**src/verilog/ovrs_map.svh**
```systemverilog
// Contract
// - Reset pin released only while level in range
// - Startup delay after soft-start, then release
// - Level below low trip pulls reset low
// - Low fault releases after hysteresis and delay
// - Level above high trip pulls reset low
// - High fault releases after hysteresis and delay
// - Fault acts only after blanking time
// - Short excursions leave reset released
// - Delay select sampled once at initialization
// - High trip level is fixed
// - Mid resistor codes give medium delays
// - Low resistor codes give shortest delays
// - Open pin gives 7.7/5.1 ms, -8 %
// - Supervision works while supply stays sufficient
// - Reset pin only pulls low or releases
// - Turn-on high activates, low keeps off
`ifndef OVRS_MAP_SVH
`define OVRS_MAP_SVH

// ---------------------------------------------------------------
// Timing
// ---------------------------------------------------------------
`define OVRS_CLK_MHZ 100
`define OVRS_T_BLANK_US 5
`define OVRS_T_PWR0_MS 0.06
`define OVRS_T_PWR1_MS 1.9
`define OVRS_T_PWR2_MS 7.7
`define OVRS_T_PWR3_MS 15.4
`define OVRS_T_FLT0_MS 0.03
`define OVRS_T_FLT1_MS 1.3
`define OVRS_T_FLT2_MS 5.1
`define OVRS_T_FLT3_MS 10.2

// ---------------------------------------------------------------
// Levels in tenths of a percent of nominal feedback
// ---------------------------------------------------------------
`define OVRS_LVL_W 11
`define OVRS_UV_8 11'h398
`define OVRS_UV_14 11'h35C
`define OVRS_UV_25 11'h2EE
`define OVRS_UV_40 11'h258
`define OVRS_OV_TRIP 11'h42E
`define OVRS_HYS 11'h00A

// ---------------------------------------------------------------
// Delay-select resistor codes
// ---------------------------------------------------------------
`define OVRS_CODE_W 4
`define OVRS_CODE_MID 4'h4
`define OVRS_CODE_LONG 4'h8
`define OVRS_CODE_100K 4'hB
`define OVRS_CODE_150K 4'hC

`endif

```
**src/verilog/ovrs_pkg.sv**
```systemverilog
`default_nettype none
package ovrs_pkg;
    typedef enum logic [2:0] {
        OVRS_OFF = 3'h0,
        OVRS_INIT = 3'h1,
        OVRS_SOFT = 3'h2,
        OVRS_PWR_DLY = 3'h3,
        OVRS_RUN = 3'h4,
        OVRS_FAULT = 3'h5,
        OVRS_FLT_DLY = 3'h6
    } ovrs_state_t;

    typedef enum logic [1:0] {
        OVRS_DLY_0 = 2'h0,
        OVRS_DLY_1 = 2'h1,
        OVRS_DLY_2 = 2'h2,
        OVRS_DLY_3 = 2'h3
    } ovrs_dly_t;

    typedef struct packed {
        ovrs_dly_t dly;
        logic [1:0] uv;
    } ovrs_cfg_t;
endpackage
`default_nettype wire

```
**src/verilog/ovrs_mon_if.sv**
```systemverilog
`default_nettype none
interface ovrs_mon_if;
    logic sample;
    logic clear;
    logic [3:0] code;
    ovrs_pkg::ovrs_cfg_t cfg;
    logic cfg_valid;
    logic [1:0] raw;
    logic [1:0] hit;

    modport sel (input sample, input clear, input code,
        output cfg, output cfg_valid);
    modport flt (input raw, input clear, output hit);
    modport ctl (output sample, output clear, output code,
        output raw, input cfg, input cfg_valid, input hit);
endinterface
`default_nettype wire

```
**src/verilog/ovrs_top.sv**
```systemverilog
`include "ovrs_map.svh"
`default_nettype none
module ovrs_top #(
    parameter int CNT_W = 21,
    parameter int PWR_CYC_0 =
        int'(`OVRS_T_PWR0_MS * 1000.0 * `OVRS_CLK_MHZ),
    parameter int PWR_CYC_1 =
        int'(`OVRS_T_PWR1_MS * 1000.0 * `OVRS_CLK_MHZ),
    parameter int PWR_CYC_2 =
        int'(`OVRS_T_PWR2_MS * 1000.0 * `OVRS_CLK_MHZ),
    parameter int PWR_CYC_3 =
        int'(`OVRS_T_PWR3_MS * 1000.0 * `OVRS_CLK_MHZ),
    parameter int FLT_CYC_0 =
        int'(`OVRS_T_FLT0_MS * 1000.0 * `OVRS_CLK_MHZ),
    parameter int FLT_CYC_1 =
        int'(`OVRS_T_FLT1_MS * 1000.0 * `OVRS_CLK_MHZ),
    parameter int FLT_CYC_2 =
        int'(`OVRS_T_FLT2_MS * 1000.0 * `OVRS_CLK_MHZ),
    parameter int FLT_CYC_3 =
        int'(`OVRS_T_FLT3_MS * 1000.0 * `OVRS_CLK_MHZ)
) (
    input wire logic clock,
    input wire logic rst_b,
    input wire logic turn_on,
    input wire logic supply_ok,
    input wire logic soft_start_done,
    input wire logic [`OVRS_CODE_W-1:0] delay_select_pin,
    input wire logic [`OVRS_LVL_W-1:0] sensed_output_level,
    input wire logic supply_ok_out_in,
    output logic supply_ok_out,
    output logic supply_ok_out_oe_b
);

    // -----------------------------------------------------------
    // State
    // -----------------------------------------------------------

    typedef struct packed {
        ovrs_pkg::ovrs_state_t st;
        logic [CNT_W-1:0] cnt;
        logic rel;
    } ovrs_top_st_t;

    ovrs_top_st_t q;
    ovrs_top_st_t next_q;

    logic active;
    logic [`OVRS_LVL_W-1:0] low_trip_level;
    logic [`OVRS_LVL_W-1:0] high_trip_level;
    logic recovered;
    logic fault_hit;
    logic [CNT_W-1:0] pwr_lim;
    logic [CNT_W-1:0] flt_lim;

    ovrs_mon_if mon ();

    // -----------------------------------------------------------
    // Delay selection and glitch filter
    // -----------------------------------------------------------

    ovrs_select u_select (
        .clock (clock),
        .rst_b (rst_b),
        .mon (mon.sel)
    );

    ovrs_filter u_filter (
        .clock (clock),
        .rst_b (rst_b),
        .mon (mon.flt)
    );

    assign mon.code = delay_select_pin;
    assign mon.sample = (q.st == ovrs_pkg::OVRS_INIT);
    assign mon.clear = (q.st == ovrs_pkg::OVRS_OFF);

    // -----------------------------------------------------------
    // Trip comparison
    // -----------------------------------------------------------

    assign high_trip_level = `OVRS_OV_TRIP;

    always_comb begin
        case (mon.cfg.uv)
            2'h0: low_trip_level = `OVRS_UV_8;
            2'h1: low_trip_level = `OVRS_UV_14;
            2'h2: low_trip_level = `OVRS_UV_25;
            default: low_trip_level = `OVRS_UV_40;
        endcase
    end

    assign mon.raw = {sensed_output_level > high_trip_level,
        sensed_output_level < low_trip_level};
    assign fault_hit = mon.hit != 2'h0;

    // Release needs the level back inside the window narrowed by
    // hysteresis, so a level hovering at a trip cannot chatter.
    assign recovered =
        (sensed_output_level > `OVRS_LVL_W'(low_trip_level
            + `OVRS_HYS)) &&
        (sensed_output_level < `OVRS_LVL_W'(high_trip_level
            - `OVRS_HYS));

    // -----------------------------------------------------------
    // Delay limits
    // -----------------------------------------------------------

    always_comb begin
        case (mon.cfg.dly)
            ovrs_pkg::OVRS_DLY_0: begin
                pwr_lim = CNT_W'(PWR_CYC_0 - 1);
                flt_lim = CNT_W'(FLT_CYC_0 - 1);
            end
            ovrs_pkg::OVRS_DLY_1: begin
                pwr_lim = CNT_W'(PWR_CYC_1 - 1);
                flt_lim = CNT_W'(FLT_CYC_1 - 1);
            end
            ovrs_pkg::OVRS_DLY_2: begin
                pwr_lim = CNT_W'(PWR_CYC_2 - 1);
                flt_lim = CNT_W'(FLT_CYC_2 - 1);
            end
            default: begin
                pwr_lim = CNT_W'(PWR_CYC_3 - 1);
                flt_lim = CNT_W'(FLT_CYC_3 - 1);
            end
        endcase
    end

    // -----------------------------------------------------------
    // Sequencer
    // -----------------------------------------------------------

    assign active = turn_on && supply_ok;

    always_comb begin
        next_q = q;
        next_q.cnt = CNT_W'(q.cnt + 1'h1);
        if (!active) begin
            next_q.st = ovrs_pkg::OVRS_OFF;
        end else begin
            case (q.st)
                ovrs_pkg::OVRS_OFF: begin
                    next_q.st = ovrs_pkg::OVRS_INIT;
                end
                ovrs_pkg::OVRS_INIT: begin
                    if (mon.cfg_valid) begin
                        next_q.st = ovrs_pkg::OVRS_SOFT;
                    end
                end
                ovrs_pkg::OVRS_SOFT: begin
                    if (soft_start_done) begin
                        next_q.st = ovrs_pkg::OVRS_PWR_DLY;
                        next_q.cnt = '0;
                    end
                end
                ovrs_pkg::OVRS_PWR_DLY: begin
                    // A fault already filtered at the end of the delay
                    // skips the release, so the pin never blips high.
                    if (q.cnt == pwr_lim && fault_hit) begin
                        next_q.st = ovrs_pkg::OVRS_FAULT;
                    end else if (q.cnt == pwr_lim) begin
                        next_q.st = ovrs_pkg::OVRS_RUN;
                    end
                end
                ovrs_pkg::OVRS_RUN: begin
                    if (fault_hit) begin
                        next_q.st = ovrs_pkg::OVRS_FAULT;
                    end
                end
                ovrs_pkg::OVRS_FAULT: begin
                    if (recovered && !fault_hit) begin
                        next_q.st = ovrs_pkg::OVRS_FLT_DLY;
                        next_q.cnt = '0;
                    end
                end
                ovrs_pkg::OVRS_FLT_DLY: begin
                    if (fault_hit) begin
                        next_q.st = ovrs_pkg::OVRS_FAULT;
                    end else if (q.cnt == flt_lim) begin
                        next_q.st = ovrs_pkg::OVRS_RUN;
                    end
                end
                default: begin
                    next_q.st = ovrs_pkg::OVRS_OFF;
                end
            endcase
        end
        // The counter only matters in the two delay states; it
        // is parked at zero elsewhere so a stale count never leaks.
        if (next_q.st != ovrs_pkg::OVRS_PWR_DLY &&
            next_q.st != ovrs_pkg::OVRS_FLT_DLY) begin
            next_q.cnt = '0;
        end
        next_q.rel = (next_q.st == ovrs_pkg::OVRS_RUN);
    end

    always_ff @(posedge clock or negedge rst_b) begin
        if (!rst_b) begin
            q <= '0;
        end else begin
            q <= next_q;
        end
    end

    // -----------------------------------------------------------
    // Open-drain reset pin
    // -----------------------------------------------------------

    // The pin is never driven high; the pull-up makes the high.
    assign supply_ok_out = 1'h0;
    assign supply_ok_out_oe_b = q.rel;

    // -----------------------------------------------------------
    // Checks
    // -----------------------------------------------------------

    hold_low_a: assert property (
        @(posedge clock) disable iff (!rst_b)
        q.st inside {ovrs_pkg::OVRS_OFF, ovrs_pkg::OVRS_INIT,
            ovrs_pkg::OVRS_SOFT, ovrs_pkg::OVRS_PWR_DLY}
        |-> !supply_ok_out_oe_b)
        else $error("Reset released before startup delay ended.");

    start_release_a: assert property (
        @(posedge clock) disable iff (!rst_b)
        $rose(supply_ok_out_oe_b)
        && $past(q.st) == ovrs_pkg::OVRS_PWR_DLY
        |-> $past(q.cnt) == pwr_lim)
        else $error("Startup release at wrong count.");

    fault_release_a: assert property (
        @(posedge clock) disable iff (!rst_b)
        $rose(supply_ok_out_oe_b)
        && $past(q.st) != ovrs_pkg::OVRS_PWR_DLY
        |-> $past(q.st) == ovrs_pkg::OVRS_FLT_DLY
        && $past(q.cnt) == flt_lim)
        else $error("Fault release without full delay.");

    fault_drop_a: assert property (
        @(posedge clock) disable iff (!rst_b)
        supply_ok_out_oe_b && fault_hit |=> !supply_ok_out_oe_b)
        else $error("Filtered fault did not pull reset low.");

    refault_a: assert property (
        @(posedge clock) disable iff (!rst_b)
        q.st == ovrs_pkg::OVRS_FLT_DLY && fault_hit && active
        |=> q.st == ovrs_pkg::OVRS_FAULT && q.cnt == '0)
        else $error("New fault did not cancel pending release.");

    turn_off_a: assert property (
        @(posedge clock) disable iff (!rst_b)
        !turn_on |=> q.st == ovrs_pkg::OVRS_OFF
        && !supply_ok_out_oe_b)
        else $error("Turn-off did not force reset low.");

    supply_low_a: assert property (
        @(posedge clock) disable iff (!rst_b)
        !supply_ok |=> !supply_ok_out_oe_b ##1 !supply_ok_out_oe_b)
        else $error("Low supply did not hold reset low.");

    pin_low_a: assert property (
        @(posedge clock) disable iff (!rst_b)
        !supply_ok_out_oe_b |-> supply_ok_out == 1'h0)
        else $error("Reset pin driven to a high level.");

    in_range_a: assert property (
        @(posedge clock) disable iff (!rst_b)
        supply_ok_out_oe_b |-> $past(mon.hit) == 2'h0)
        else $error("Reset released while a fault was flagged.");

    uv_flag_a: assert property (
        @(posedge clock) disable iff (!rst_b)
        q.st == ovrs_pkg::OVRS_RUN && mon.hit[0] |=> q.st inside
        {ovrs_pkg::OVRS_FAULT, ovrs_pkg::OVRS_OFF})
        else $error("Low trip fault did not leave the run state.");

    recover_wait_a: assert property (
        @(posedge clock) disable iff (!rst_b)
        q.st == ovrs_pkg::OVRS_FAULT && !recovered
        |=> q.st != ovrs_pkg::OVRS_FLT_DLY)
        else $error("Fault release started outside the window.");

    trip_frozen_a: assert property (
        @(posedge clock) disable iff (!rst_b)
        mon.cfg_valid && $past(mon.cfg_valid) |-> $stable(low_trip_level))
        else $error("Low trip level moved after initialization.");

    open_pin_a: assert property (
        @(posedge clock) disable iff (!rst_b)
        $rose(mon.cfg_valid) && $past(delay_select_pin) > `OVRS_CODE_150K
        |-> mon.cfg.dly == ovrs_pkg::OVRS_DLY_2 && mon.cfg.uv == 2'h0)
        else $error("Open delay pin gave the wrong selection.");

    short_code_a: assert property (
        @(posedge clock) disable iff (!rst_b)
        $rose(mon.cfg_valid) && $past(delay_select_pin) < `OVRS_CODE_MID
        |-> mon.cfg.dly == ovrs_pkg::OVRS_DLY_0
        && mon.cfg.uv == $past(delay_select_pin[1:0]))
        else $error("Low resistor code gave the wrong selection.");

    long_code_a: assert property (
        @(posedge clock) disable iff (!rst_b)
        $rose(mon.cfg_valid) && $past(delay_select_pin) == `OVRS_CODE_100K
        |-> mon.cfg.dly == ovrs_pkg::OVRS_DLY_3 && mon.cfg.uv == 2'h0)
        else $error("Longest delay code gave the wrong selection.");

    pwr_count_a: assert property (
        @(posedge clock) disable iff (!rst_b)
        q.st == ovrs_pkg::OVRS_PWR_DLY |-> q.cnt <= pwr_lim)
        else $error("Startup delay counter ran past its limit.");

    flt_count_a: assert property (
        @(posedge clock) disable iff (!rst_b)
        q.st == ovrs_pkg::OVRS_FLT_DLY |-> q.cnt <= flt_lim)
        else $error("Fault delay counter ran past its limit.");
endmodule // ovrs_top
`default_nettype wire

```
**src/verilog/ovrs_select.sv**
```systemverilog
`include "ovrs_map.svh"
`default_nettype none
module ovrs_select (
    input wire logic clock,
    input wire logic rst_b,
    ovrs_mon_if.sel mon
);
    typedef struct packed {
        logic done;
        ovrs_pkg::ovrs_cfg_t cfg;
    } ovrs_sel_st_t;

    ovrs_sel_st_t q;
    ovrs_sel_st_t next_q;
    ovrs_pkg::ovrs_cfg_t dec;

    always_comb begin
        dec.uv = mon.code[1:0];
        dec.dly = ovrs_pkg::OVRS_DLY_2;
        if (mon.code < `OVRS_CODE_MID) begin
            dec.dly = ovrs_pkg::OVRS_DLY_0;
        end else if (mon.code < `OVRS_CODE_LONG) begin
            dec.dly = ovrs_pkg::OVRS_DLY_1;
        end else if (mon.code < `OVRS_CODE_100K) begin
            dec.uv = 2'(mon.code[1:0] + 2'h1);
        end else if (mon.code <= `OVRS_CODE_150K) begin
            dec.dly = ovrs_pkg::OVRS_DLY_3;
            dec.uv = {1'h0, ~mon.code[0]};
        end else begin
            dec.uv = 2'h0;
        end
    end

    // The choice is frozen until the block is switched off again.
    always_comb begin
        next_q = q;
        if (mon.clear) begin
            next_q.done = 1'h0;
        end else if (mon.sample && !q.done) begin
            next_q.done = 1'h1;
            next_q.cfg = dec;
        end
    end

    always_ff @(posedge clock or negedge rst_b) begin
        if (!rst_b) begin
            q <= '0;
        end else begin
            q <= next_q;
        end
    end

    assign mon.cfg = q.cfg;
    assign mon.cfg_valid = q.done;

    cfg_hold_a: assert property (
        @(posedge clock) disable iff (!rst_b)
        q.done && $past(q.done) |-> $stable(q.cfg))
        else $error("Delay selection changed after initialization.");
endmodule // ovrs_select
`default_nettype wire

```
**src/verilog/ovrs_filter.sv**
```systemverilog
`include "ovrs_map.svh"
`default_nettype none
module ovrs_filter (
    input wire logic clock,
    input wire logic rst_b,
    ovrs_mon_if.flt mon
);
    localparam int BLANK = `OVRS_T_BLANK_US * `OVRS_CLK_MHZ;
    localparam int BW = $clog2(BLANK + 1);

    typedef struct packed {
        logic [1:0][BW-1:0] cnt;
        logic [1:0] hit;
    } ovrs_flt_st_t;

    ovrs_flt_st_t q;
    ovrs_flt_st_t next_q;

    // Channel 0 watches the low trip, channel 1 the high trip.
    always_comb begin
        next_q = q;
        for (int i = 0; i < 2; i++) begin
            if (!mon.raw[i] || mon.clear) begin
                next_q.cnt[i] = '0;
                next_q.hit[i] = 1'h0;
            end else if (q.cnt[i] == BW'(BLANK)) begin
                next_q.hit[i] = 1'h1;
            end else begin
                next_q.cnt[i] = BW'(q.cnt[i] + 1'h1);
            end
        end
    end

    always_ff @(posedge clock or negedge rst_b) begin
        if (!rst_b) begin
            q <= '0;
        end else begin
            q <= next_q;
        end
    end

    assign mon.hit = q.hit;

    for (genvar g = 0; g < 2; g++) begin : g_chk
        blank_hold_a: assert property (
            @(posedge clock) disable iff (!rst_b)
            $rose(q.hit[g]) |-> $past(q.cnt[g]) == BW'(BLANK))
            else $error("Fault flagged before the blanking time.");
        short_drop_a: assert property (
            @(posedge clock) disable iff (!rst_b)
            !mon.raw[g] |=> !q.hit[g])
            else $error("Fault flag outlived its excursion.");
    end
endmodule // ovrs_filter
`default_nettype wire

```
**config.mk**
```make
export PLATFORM = sky130hd
export DESIGN_NAME = ovrs_top
export DESIGN_NICKNAME = d
export VERILOG_FILES = /design/src/verilog/ovrs_pkg.sv /design/src/verilog/ovrs_mon_if.sv /design/src/verilog/ovrs_top.sv /design/src/verilog/ovrs_select.sv /design/src/verilog/ovrs_filter.sv
export VERILOG_INCLUDE_DIRS = /design/src /design/src/verilog
export SDC_FILE = /design/constraint.sdc
export NUM_CORES = 1
export LEC_CHECK = 0
export ABC_AREA = 1
export ABC_CLOCK_PERIOD_IN_PS = 4200
export BUFFER_PORTS_ARGS = -buffer_cell sky130_fd_sc_hd__buf_2
export CAP_MARGIN = 5
export CORE_MARGIN = 1.5
export CORE_UTILIZATION = 35
export DETAILED_ROUTE_END_ITERATION = 8
export PLACE_DENSITY = 0.5
export SYNTH_ARGS = -nofsm -noshare
export SYNTH_HDL_FRONTEND = slang
export SYNTH_SLANG_ARGS = --single-unit
```
**constraint.sdc**
```tcl
create_clock -name clock -period 4.2 [get_ports clock]
set_input_delay 0 -clock clock [delete_from_list [all_inputs] [get_ports clock]]
set_output_delay 0 -clock clock [all_outputs]
set_load 0.05 [all_outputs]
```
**Word level (Yosys, flattened, before mapping)**

Index checks and enable logic that the tools add are counted.

- Register bits: 50
- Bits of input ports: 21
- Output and inout bits: 2
- Word-level logic and storage cells: 98

- Add/sub/neg operators: 5
- Magnitude comparators: 8
- Equality and inequality tests: 19
- Mux-type cells: 34
- Bitwise logic cells: 2
- Reductions and logical operators: 20

Operators by type and width:

| kind | count |
|---|---|
| 21-bit one-hot mux with 3 select lines | 1 |
| 20-bit one-hot mux with 3 select lines | 1 |
| 24-bit two-way mux | 2 |
| 21-bit == test | 2 |
| 21-bit two-way mux | 2 |
| 21-bit one-hot mux with 2 select lines | 1 |
| 9-bit two-way mux | 4 |
| 9-bit one-hot mux with 3 select lines | 1 |
| 21-bit by 1-bit adder with 21-bit output (second input constant) | 1 |
| 3-bit two-way mux | 7 |
| 3-bit one-hot mux with 7 select lines | 1 |
| 9-bit by 1-bit adder with 9-bit output (second input constant) | 2 |
| 9-bit == test (second input constant) | 2 |
| 3-bit == test (second input constant) | 4 |
| 2-bit two-way mux | 6 |
| 11-bit by 4-bit adder with 11-bit output (second input constant) | 1 |
| 11-bit > comparator | 1 |
| 11-bit > comparator (second input constant) | 1 |
| 11-bit < comparator | 1 |
| 11-bit < comparator (second input constant) | 1 |
| 4-bit < comparator (second input constant) | 2 |
| 2-bit nonzero test | 4 |
| 1-bit two-way mux | 7 |
| 3-bit by 2-bit == test with 1-bit output (second input constant) | 2 |
| other kinds (17) | 31 |

**Logic depth before layout (Yosys ltp)**

Gate-level depths: netlist of run 1.

- Depth in word-level cells: 12
- Gate-level depth with buffers: 20
- Mapped depth without buffers: 19

**Cells and area by module**

From an unflattened synthesis of run 1, not the netlist that was laid out.

- Cell total of the unflattened synthesis: 564
- Area, all modules: 3928.8 µm²

By module, submodules not included:

| module | times used | cells an instance | area an instance (µm²) | sequential area each (µm²) |
|---|---|---|---|---|
| ovrs_top | 1 | 379 | 2514.9 | 625.6 |
| ovrs_filter | 1 | 143 | 1119.8 | 500.5 |
| ovrs_select | 1 | 42 | 294.0 | 125.1 |

**Worst setup path before layout of run 1**

OpenSTA, ideal clock, no wires.

- Path type: reg-to-reg
- Start: register u_select.q, in the netlist u_select.mon.cfg[0]
- End: register q[12] (netlist bit)
- Setup time: 122 ps
- Arrival: 2327 ps
- Required time: 4078 ps
- Setup slack: 1751 ps
- Cell stages (with the launch flop): 20
- Buffers on the path: 1
- Clock period less this slack: 2449 ps
- Cell sequence: dfrtp_1 inv_1 ha_1 inv_1 ha_1 inv_1 ha_1 nand2_1 nor2_1 nand3_1 nand2_1 nor2_1 nand2_1 a21oi_1 nand3_1 nand2_1 nand2_2 nand2_4 buf_12 nor2_2

RTL lines:

| element | RTL line | RTL |
|---|---|---|
| from (decl) | ovrs_select.sv:13 | `ovrs_sel_st_t q;` |
| from (signal assigned) | ovrs_select.sv:49 | `q <= next_q;` |
| to (signal assigned) | ovrs_top.sv:201 | `q <= next_q;` |
| to (decl) | ovrs_top.sv:44 | `ovrs_top_st_t q;` |

==> impl_metrics.toml, run 1 <==
[min_path]
hold_start = "turn_on"
holdCritPathClass = "in -> reg"

[final_layout]
areaGrowthSynthToFinish_pct = 8.754
post_route_cells_drive_above_1_share_pct = 12.82
nNetsFinal = 631
antennaDiodeCount = 0
multi_input_area_um2 = 2246
regArea_um2 = 1251
fillCellCount = 1164

[grt]
antenna_found_initial = 0
grt-ovfl-total = 0
track_usage_pct = 15.76
grt_pass1_wl_um = 14930
grt_max_degree = 51
grt_pass1_vias = 3229

[clock_tree]
htreeDepth = 2
cts.sinks = 50
cts_tree = "done"
cts_root_buf = "clkbuf_8"
clkTransAtPathRegs_ns = 0.10
clock_latency_ns = 0.31
clockBufferDepth = 2
cts_buffers = 5

[floorplanning]
ioPinCount = 23
die_h_um = 108.4
num_rows = 38
die_area_um2 = 11750
initial_utilization_pct = 35.86
coreArea_um2 = 10840
die_width_um = 108.4

[critical_path]
path_max_fanout = 21
startpoint = "u_select.mon.cfg[0]$_DFFE_PN0P_"
crit_chain = "inv_1, ha_1, inv_1, ha_1, inv_1, ha_1, nand2_1, nor2_1, nand3_1, nand3_1, nand2_1, a21oi_1, nand3_1, nand2_1, nand2_2, nand2_4, nor2_1"
critPathKind = "reg -> reg"
cpMaxStageDelayCell = "dfrtp_1"
crit_required_ns = 4.38
critPathLaunchType = "flop"
regToRegStartpoint = "u_select.mon.cfg[0]$_DFFE_PN0P_"
slowest_delay_ns = 0.41
cp.arrival_ns = 3.14
end_kind = "flop"

[yosys]
syn_inst = 551
synth_top_family_by_area = "simple AND/OR/NAND/NOR gates"
synth-main-ff-cell = "dfrtp_1"
synth_fp_nets = 606
netlist_area_um2 = 3887
synth_top_area_share_pct = 32.19
ys_ff_latch = 50
yosys.area.top_type = "dfrtp_1"
yosysSeqAreaShare_pct = 32.19
synth_edf_count = 0
synth-warning-count = 0
synth_compound_area_share_pct = 7.885
synthXorXnorAreaFrac_pct = 2.253
synth_mux_area_share_pct = 0
async_reset_ff_share_pct = 100.0
synth_cell_type_count = 42
yosys.area_share.simple_pct = 36.59
synth.avg_cell_area_um2 = 7.055
synthTopCellsByArea = "dfrtp_1 (32%), nand2_1 (13%), ha_1 (11%)"
synthAdderAreaFrac_pct = 10.94

[power_and_ir_drop]
power_leakage_nw = 2.043
swShare_pct = 34.94
comb_power_share_pct = 29.6
internal-power_mw = 0.7554
p_sw_mw = 0.4057
power-per-cell-area_nw_per_um2 = 274.6
ir_drop_v = 0.0001523
clock_power_share_pct = 26.3
power_frac_seq_pct = 44.1

[timing]
worst_pin_slew_ns = 0.6584
rsz0062_at_grt = "false"
min_period_over_period_pct = 70.50
finalHoldViolations = 1
setup_tns_ns = 0
fmax_mhz = 337.7
period_needed_ns = 2.961
setup_slack_ns = 1.239
whs_ns = -0.004195
finClkSkew_ns = 0.008095
slew_headroom_pct = 56.11
drv_slew = 0
setup_viol = 0

[placed_design]
finalWeightedCongestion = 0.8085
pre_cts_ws_ns = 1.245
post-dp-hpwl_um = 6589
io_buffer_count = 20

[detailed_routing]
drt_drc_violations_left = 0
post_drt_wl_per_cell_um = 11.93
drt_iter0_markers = 124
first_pass_iters = 4
wl_um = 8553
ant_nets = 0
via_count = 3387
via_per_inst = 4.724

[flow_run]
cap_violations = 0

[outcome]
violations = "negative hold slack"
outcome = "finished, violations left"
==> through the flow <==
stage / cell area, µm² / std cells / util, % / total power, mW / hold WS (ns)
5_1_grt: 4228 / 717 / 39.00 / 1.256 / 0.005930
6_report: 4228 / 717 / 39.00 / 1.161 / -0.004195
3_3_place_gp: 4103 / 706 / 37.85 / 0.8591 / 0.1683
2_1_floorplan: 3887 / 551 / - / 0.7806 / -0.2956
3_5_place_dp: 4103 / 706 / 37.85 / 0.8633 / 0.1736
4_1_cts: 4228 / 717 / 39.00 / 1.179 / 0.001737
==> sequential cells by signal, indices dropped and copies added (netlist names) <==
name                    cells
q                          24
u_filter.q                 18
u_select.mon.cfg            4
u_filter.mon.hit            2
supply_ok_out_oe_b          1
u_select.mon.cfg_valid      1
==> worst max-delay path: cells and delay by family (launching register included) <==
kind,cells,cell delay [ns]
DFF,1,0.41
and+or+nand+nor,10,1.23
adders and majority gates,3,0.75
buffers and inverters,3,0.25
AOI/OAI and AO/OA,1,0.18
==> cells in the mapped netlist, types with 3 or more instances <==
cell and number:
inv_2 7, nand2_1 136, inv_1 76, ha_1 34, nor2_2 23, xor2_1 5, nor3b_1 5, nor2_1 74
nand3b_1 3, nor2_4 4, xnor2_1 5, o211ai_1 4, nand3_1 37, o21ai_0 22, o21bai_1 3, a21oi_1 18
nand4_1 8, nor3_1 7, dfrtp_1 50
==> path summary, 6_finish.rpt <==
path / end / depth (start not counted) / slack, ns
min in group asynchronous: u_filter.q[18]$_DFFE_PN0P_ / 3 / 0.32
setup / recovery: q[21]$_DFF_PN0_ / 17 / 1.24
setup reg to reg: q[21]$_DFF_PN0_ / 17 / 1.24
hold / removal: q[23]$_DFF_PN0_ / 3 / -0.004
max in group asynchronous: u_filter.q[5]$_DFFE_PN0P_ / 3 / 3.42
hold reg to reg: u_filter.q[11]$_DFFE_PN0P_ / 2 / 0.52
==> metal layers <==
layer / global-route usage [%] / wire [µm]
met2: 25.81 / 3833
met1: 21.95 / 4463
met4: 3.571 / 58
met3: 2.230 / 197
met5: 0 / 0
==> placed cells by master (no fill, tap or decap), drive strengths merged, types with 4 or more instances in the layout <==
| cell type | netlist | final |
|---|---|---|
| xor2 | 5 | 5 |
| a21oi | 18 | 18 |
| nand3b | 4 | 4 |
| nor2 | 101 | 101 |
| nor3b | 5 | 5 |
| inv | 83 | 83 |
| o211ai | 4 | 4 |
| dfrtp | 50 | 50 |
| nand2 | 139 | 139 |
| o21ai | 25 | 25 |
| ha | 34 | 34 |
| nor3 | 8 | 8 |
| xnor2 | 5 | 5 |
| clkbuf | 1 | 6 |
| nand3 | 39 | 39 |
| buf | 6 | 22 |
| nand4 | 8 | 8 |
==> what timing repair did <==
| item | in CTS | in global routing |
|---|---|---|
| resized for setup | 0 | 0 |
| hold buffers | 3 | 0 |
| endpoints found under the hold margin | 52 | 0 |
| buffers inserted | 0 | 0 |
==> area by class of cell <==
class                           count  share of cell area (%)
Multi-Input combinational cell    410                   53.12
Sequential cell                    50                   29.59
Inverter                           84                   7.458
Tap cell                          140                   4.143
Timing Repair Buffer               25                   3.433
Clock buffer                        6                   1.953
Clock inverter                      2                  0.2959
==> power by group through the flow <==
stage	Sequential, mW	Clock, mW	Combinational, mW
floorplan	0.515	0	0.265
global placement	0.521	0	0.338
detailed placement	0.521	0	0.342
CTS	0.512	0.320	0.347
global route	0.515	0.335	0.406
finish	0.512	0.305	0.344
==> logic make-up after synthesis <==
logic type | Yosys count
adder cells (fa/ha/maj) | 34
flip-flops | 50
AO/OA/AOI/OAI | 54
other | 1
buffers and inverters | 91
XOR/XNOR | 10
AND/OR/NAND/NOR | 311
Note: power is estimated with default switching activity, not from simulation.
==> run 2: changes to the inputs <==
--- a/config.mk
+++ b/config.mk
@@ -7,7 +7,7 @@
 export NUM_CORES = 1
 export LEC_CHECK = 0
 export ABC_AREA = 1
-export ABC_CLOCK_PERIOD_IN_PS = 4200
+export ABC_CLOCK_PERIOD_IN_PS = 2780
 export BUFFER_PORTS_ARGS = -buffer_cell sky130_fd_sc_hd__buf_2
 export CAP_MARGIN = 5
 export CORE_MARGIN = 1.5
==> constraint.sdc (replaced) <==
create_clock -name clock -period 2.78 [get_ports clock]
set_input_delay 0 -clock clock [delete_from_list [all_inputs] [get_ports clock]]
set_output_delay 0 -clock clock [all_outputs]
set_load 0.05 [all_outputs]
==> run 2 against run 1 <==
  * The flow now finishes without violations
  * Design area increased by 4.2%
  * Non-clock buffer count increased by 11
  * Power increased by 60%
  * Die area unchanged
  * Critical endpoint is now q[17]$_DFF_PN0_
  * Utilization increased by 1.6 points
  * Clock skew decreased by 0.0021 ns
  * Routed wire length increased by 3.4%
  * Worst hold slack improved by 0.021 ns
==> impl_metrics.toml, run 2 (synthesized netlist as in run 1, its figures left out) <==
[outcome]
outcome = "finished, final reports clean"

[power_and_ir_drop]
power_leakage_nw = 2.124
ir_drop_v = 0.0002323
power-per-cell-area_nw_per_um2 = 422.4

[clock_tree]
cts_root_buf = "clkbuf_8"
clkTransAtPathRegs_ns = 0.10
cts_buffers = 5
cts_tree = "done"
clockBufferDepth = 2
cts.sinks = 50
clock_latency_ns = 0.31
htreeDepth = 2

[final_layout]
post_route_cells_drive_above_1_share_pct = 16.16
final_cell_mix = "nand2_1 (133), inv_1 (75), nor2_1 (72), dfrtp_1 (50), nand3_1 (35)"
nNetsFinal = 642
mostFrequentLayoutCell = "nand2_1"
stdcell_count = 728
finish.utilization_pct = 40.63
fillCellCount = 1160
largest_reg_flops = 24
antennaDiodeCount = 0
fin_area_um2 = 4404
top_register = "q"
areaGrowthSynthToFinish_pct = 13.29
multi_input_area_um2 = 2285
regArea_um2 = 1251

[placed_design]
finalWeightedCongestion = 0.8692
dpl_cell_area_um2 = 4188
dpl.cell_count = 714
io_buffer_count = 20
post-dp-hpwl_um = 6916
pre_cts_ws_ns = 0.05030

[timing]
finClkSkew_ns = 0.005985
min_period_over_period_pct = 93.43
fmax_mhz = 385.0
setup_slack_ns = 0.1826
finalHoldViolations = 0
slew_headroom_pct = 62.46
period_needed_ns = 2.597
setup_tns_ns = 0
rsz0062_at_grt = "false"
worst_pin_slew_ns = 0.5579
setup_viol = 0
drv_slew = 0

[detailed_routing]
ant_nets = 0
post_drt_wl_per_cell_um = 12.15
drt_iter0_markers = 132
wl_um = 8842
drt_drc_violations_left = 0
via_count = 3380
first_pass_iters = 6
via_per_inst = 4.643

[floorplanning]
initial_utilization_pct = 35.86
coreArea_um2 = 10840
die_area_um2 = 11750
num_rows = 38
ioPinCount = 23
die_width_um = 108.4
die_h_um = 108.4

[flow_run]
cap_violations = 0

[critical_path]
end_kind = "flop"
critPathLaunchType = "flop"
regToRegStartpoint = "u_select.mon.cfg[1]$_DFFE_PN0P_"
critPathKind = "reg -> reg"
crit_required_ns = 2.99
path_max_fanout = 6
cp.arrival_ns = 2.80
startpoint = "u_select.mon.cfg[1]$_DFFE_PN0P_"

[grt]
grt_max_degree = 22
grt_pass1_wl_um = 15220
track_usage_pct = 16.15
grt_pass1_vias = 3197
antenna_found_initial = 0
grt-ovfl-total = 0

[min_path]
hold_start = "delay_select_pin[3]"
holdCritPathClass = "in -> reg"
run 2: worst max-delay path: stages, from the launching register on:
cell and delay, ns:
dfrtp_1 0.47, ha_1 0.23, ha_1 0.29, inv_1 0.04
ha_1 0.27, nand2_2 0.08, nor2_2 0.04, nand3_1 0.08
nand2_1 0.06, nor2_2 0.12, nand2_2 0.07, a21oi_2 0.15
nand3_2 0.10, nand2_2 0.08, nand2_2 0.06, nand2_4 0.12
clkbuf_16 0.18, nor2_2 0.03
run 2: per-stage QoR:
stage | total power, mW | hold WS (ns)
2_1_floorplan | 1.179 | -0.2956
3_3_place_gp | 1.320 | -0.008599
3_5_place_dp | 1.321 | -0.01236
4_1_cts | 1.869 | 0.002925
5_1_grt | 2.000 | 0.01995
6_report | 1.860 | 0.01689
run 2: path summary, 6_finish.rpt:
kind | cells past startpoint | slack, ns | end
max | 17 | 0.18 | q[17]$_DFF_PN0_
min | 3 | 0.02 | u_select.mon.cfg[3]$_DFFE_PN0P_
max reg2reg | 17 | 0.18 | q[17]$_DFF_PN0_
min reg2reg | 2 | 0.53 | u_select.mon.cfg_valid$_DFFE_PN0P_
max in group asynchronous | 3 | 1.98 | q[12]$_DFF_PN0_
min in group asynchronous | 2 | 0.17 | u_filter.q[15]$_DFFE_PN0P_
run 2: timing repair:
action	in CTS	in global routing
setup endpoints to repair	0	21
hold endpoints to repair	19	0
setup buffers	0	3
hold buffers	2	0
resized for setup	0	11
run 2: area by class of cell:
class,count,area share [%]
Inverter,84,7.159
Timing Repair Buffer,36,6.080
Tap cell,140,3.977
Sequential cell,50,28.41
Clock buffer,6,1.648
Clock inverter,2,0.8523
Multi-Input combinational cell,410,51.88
run 2: per-layer routing:
metal / GRT usage, % / routed length, µm
met5: 0 / 0
met4: 3.571 / 85
met3: 2.532 / 188
met2: 26.45 / 4000
met1: 22.42 / 4568
run 2: power breakdown:
group	internal [mW]	switching, mW	total (mW)
Clock	0.269	0.265	0.534
Combinational	0.218	0.341	0.559
Sequential	0.744	0.0226	0.767
Total	1.23	0.629	1.86
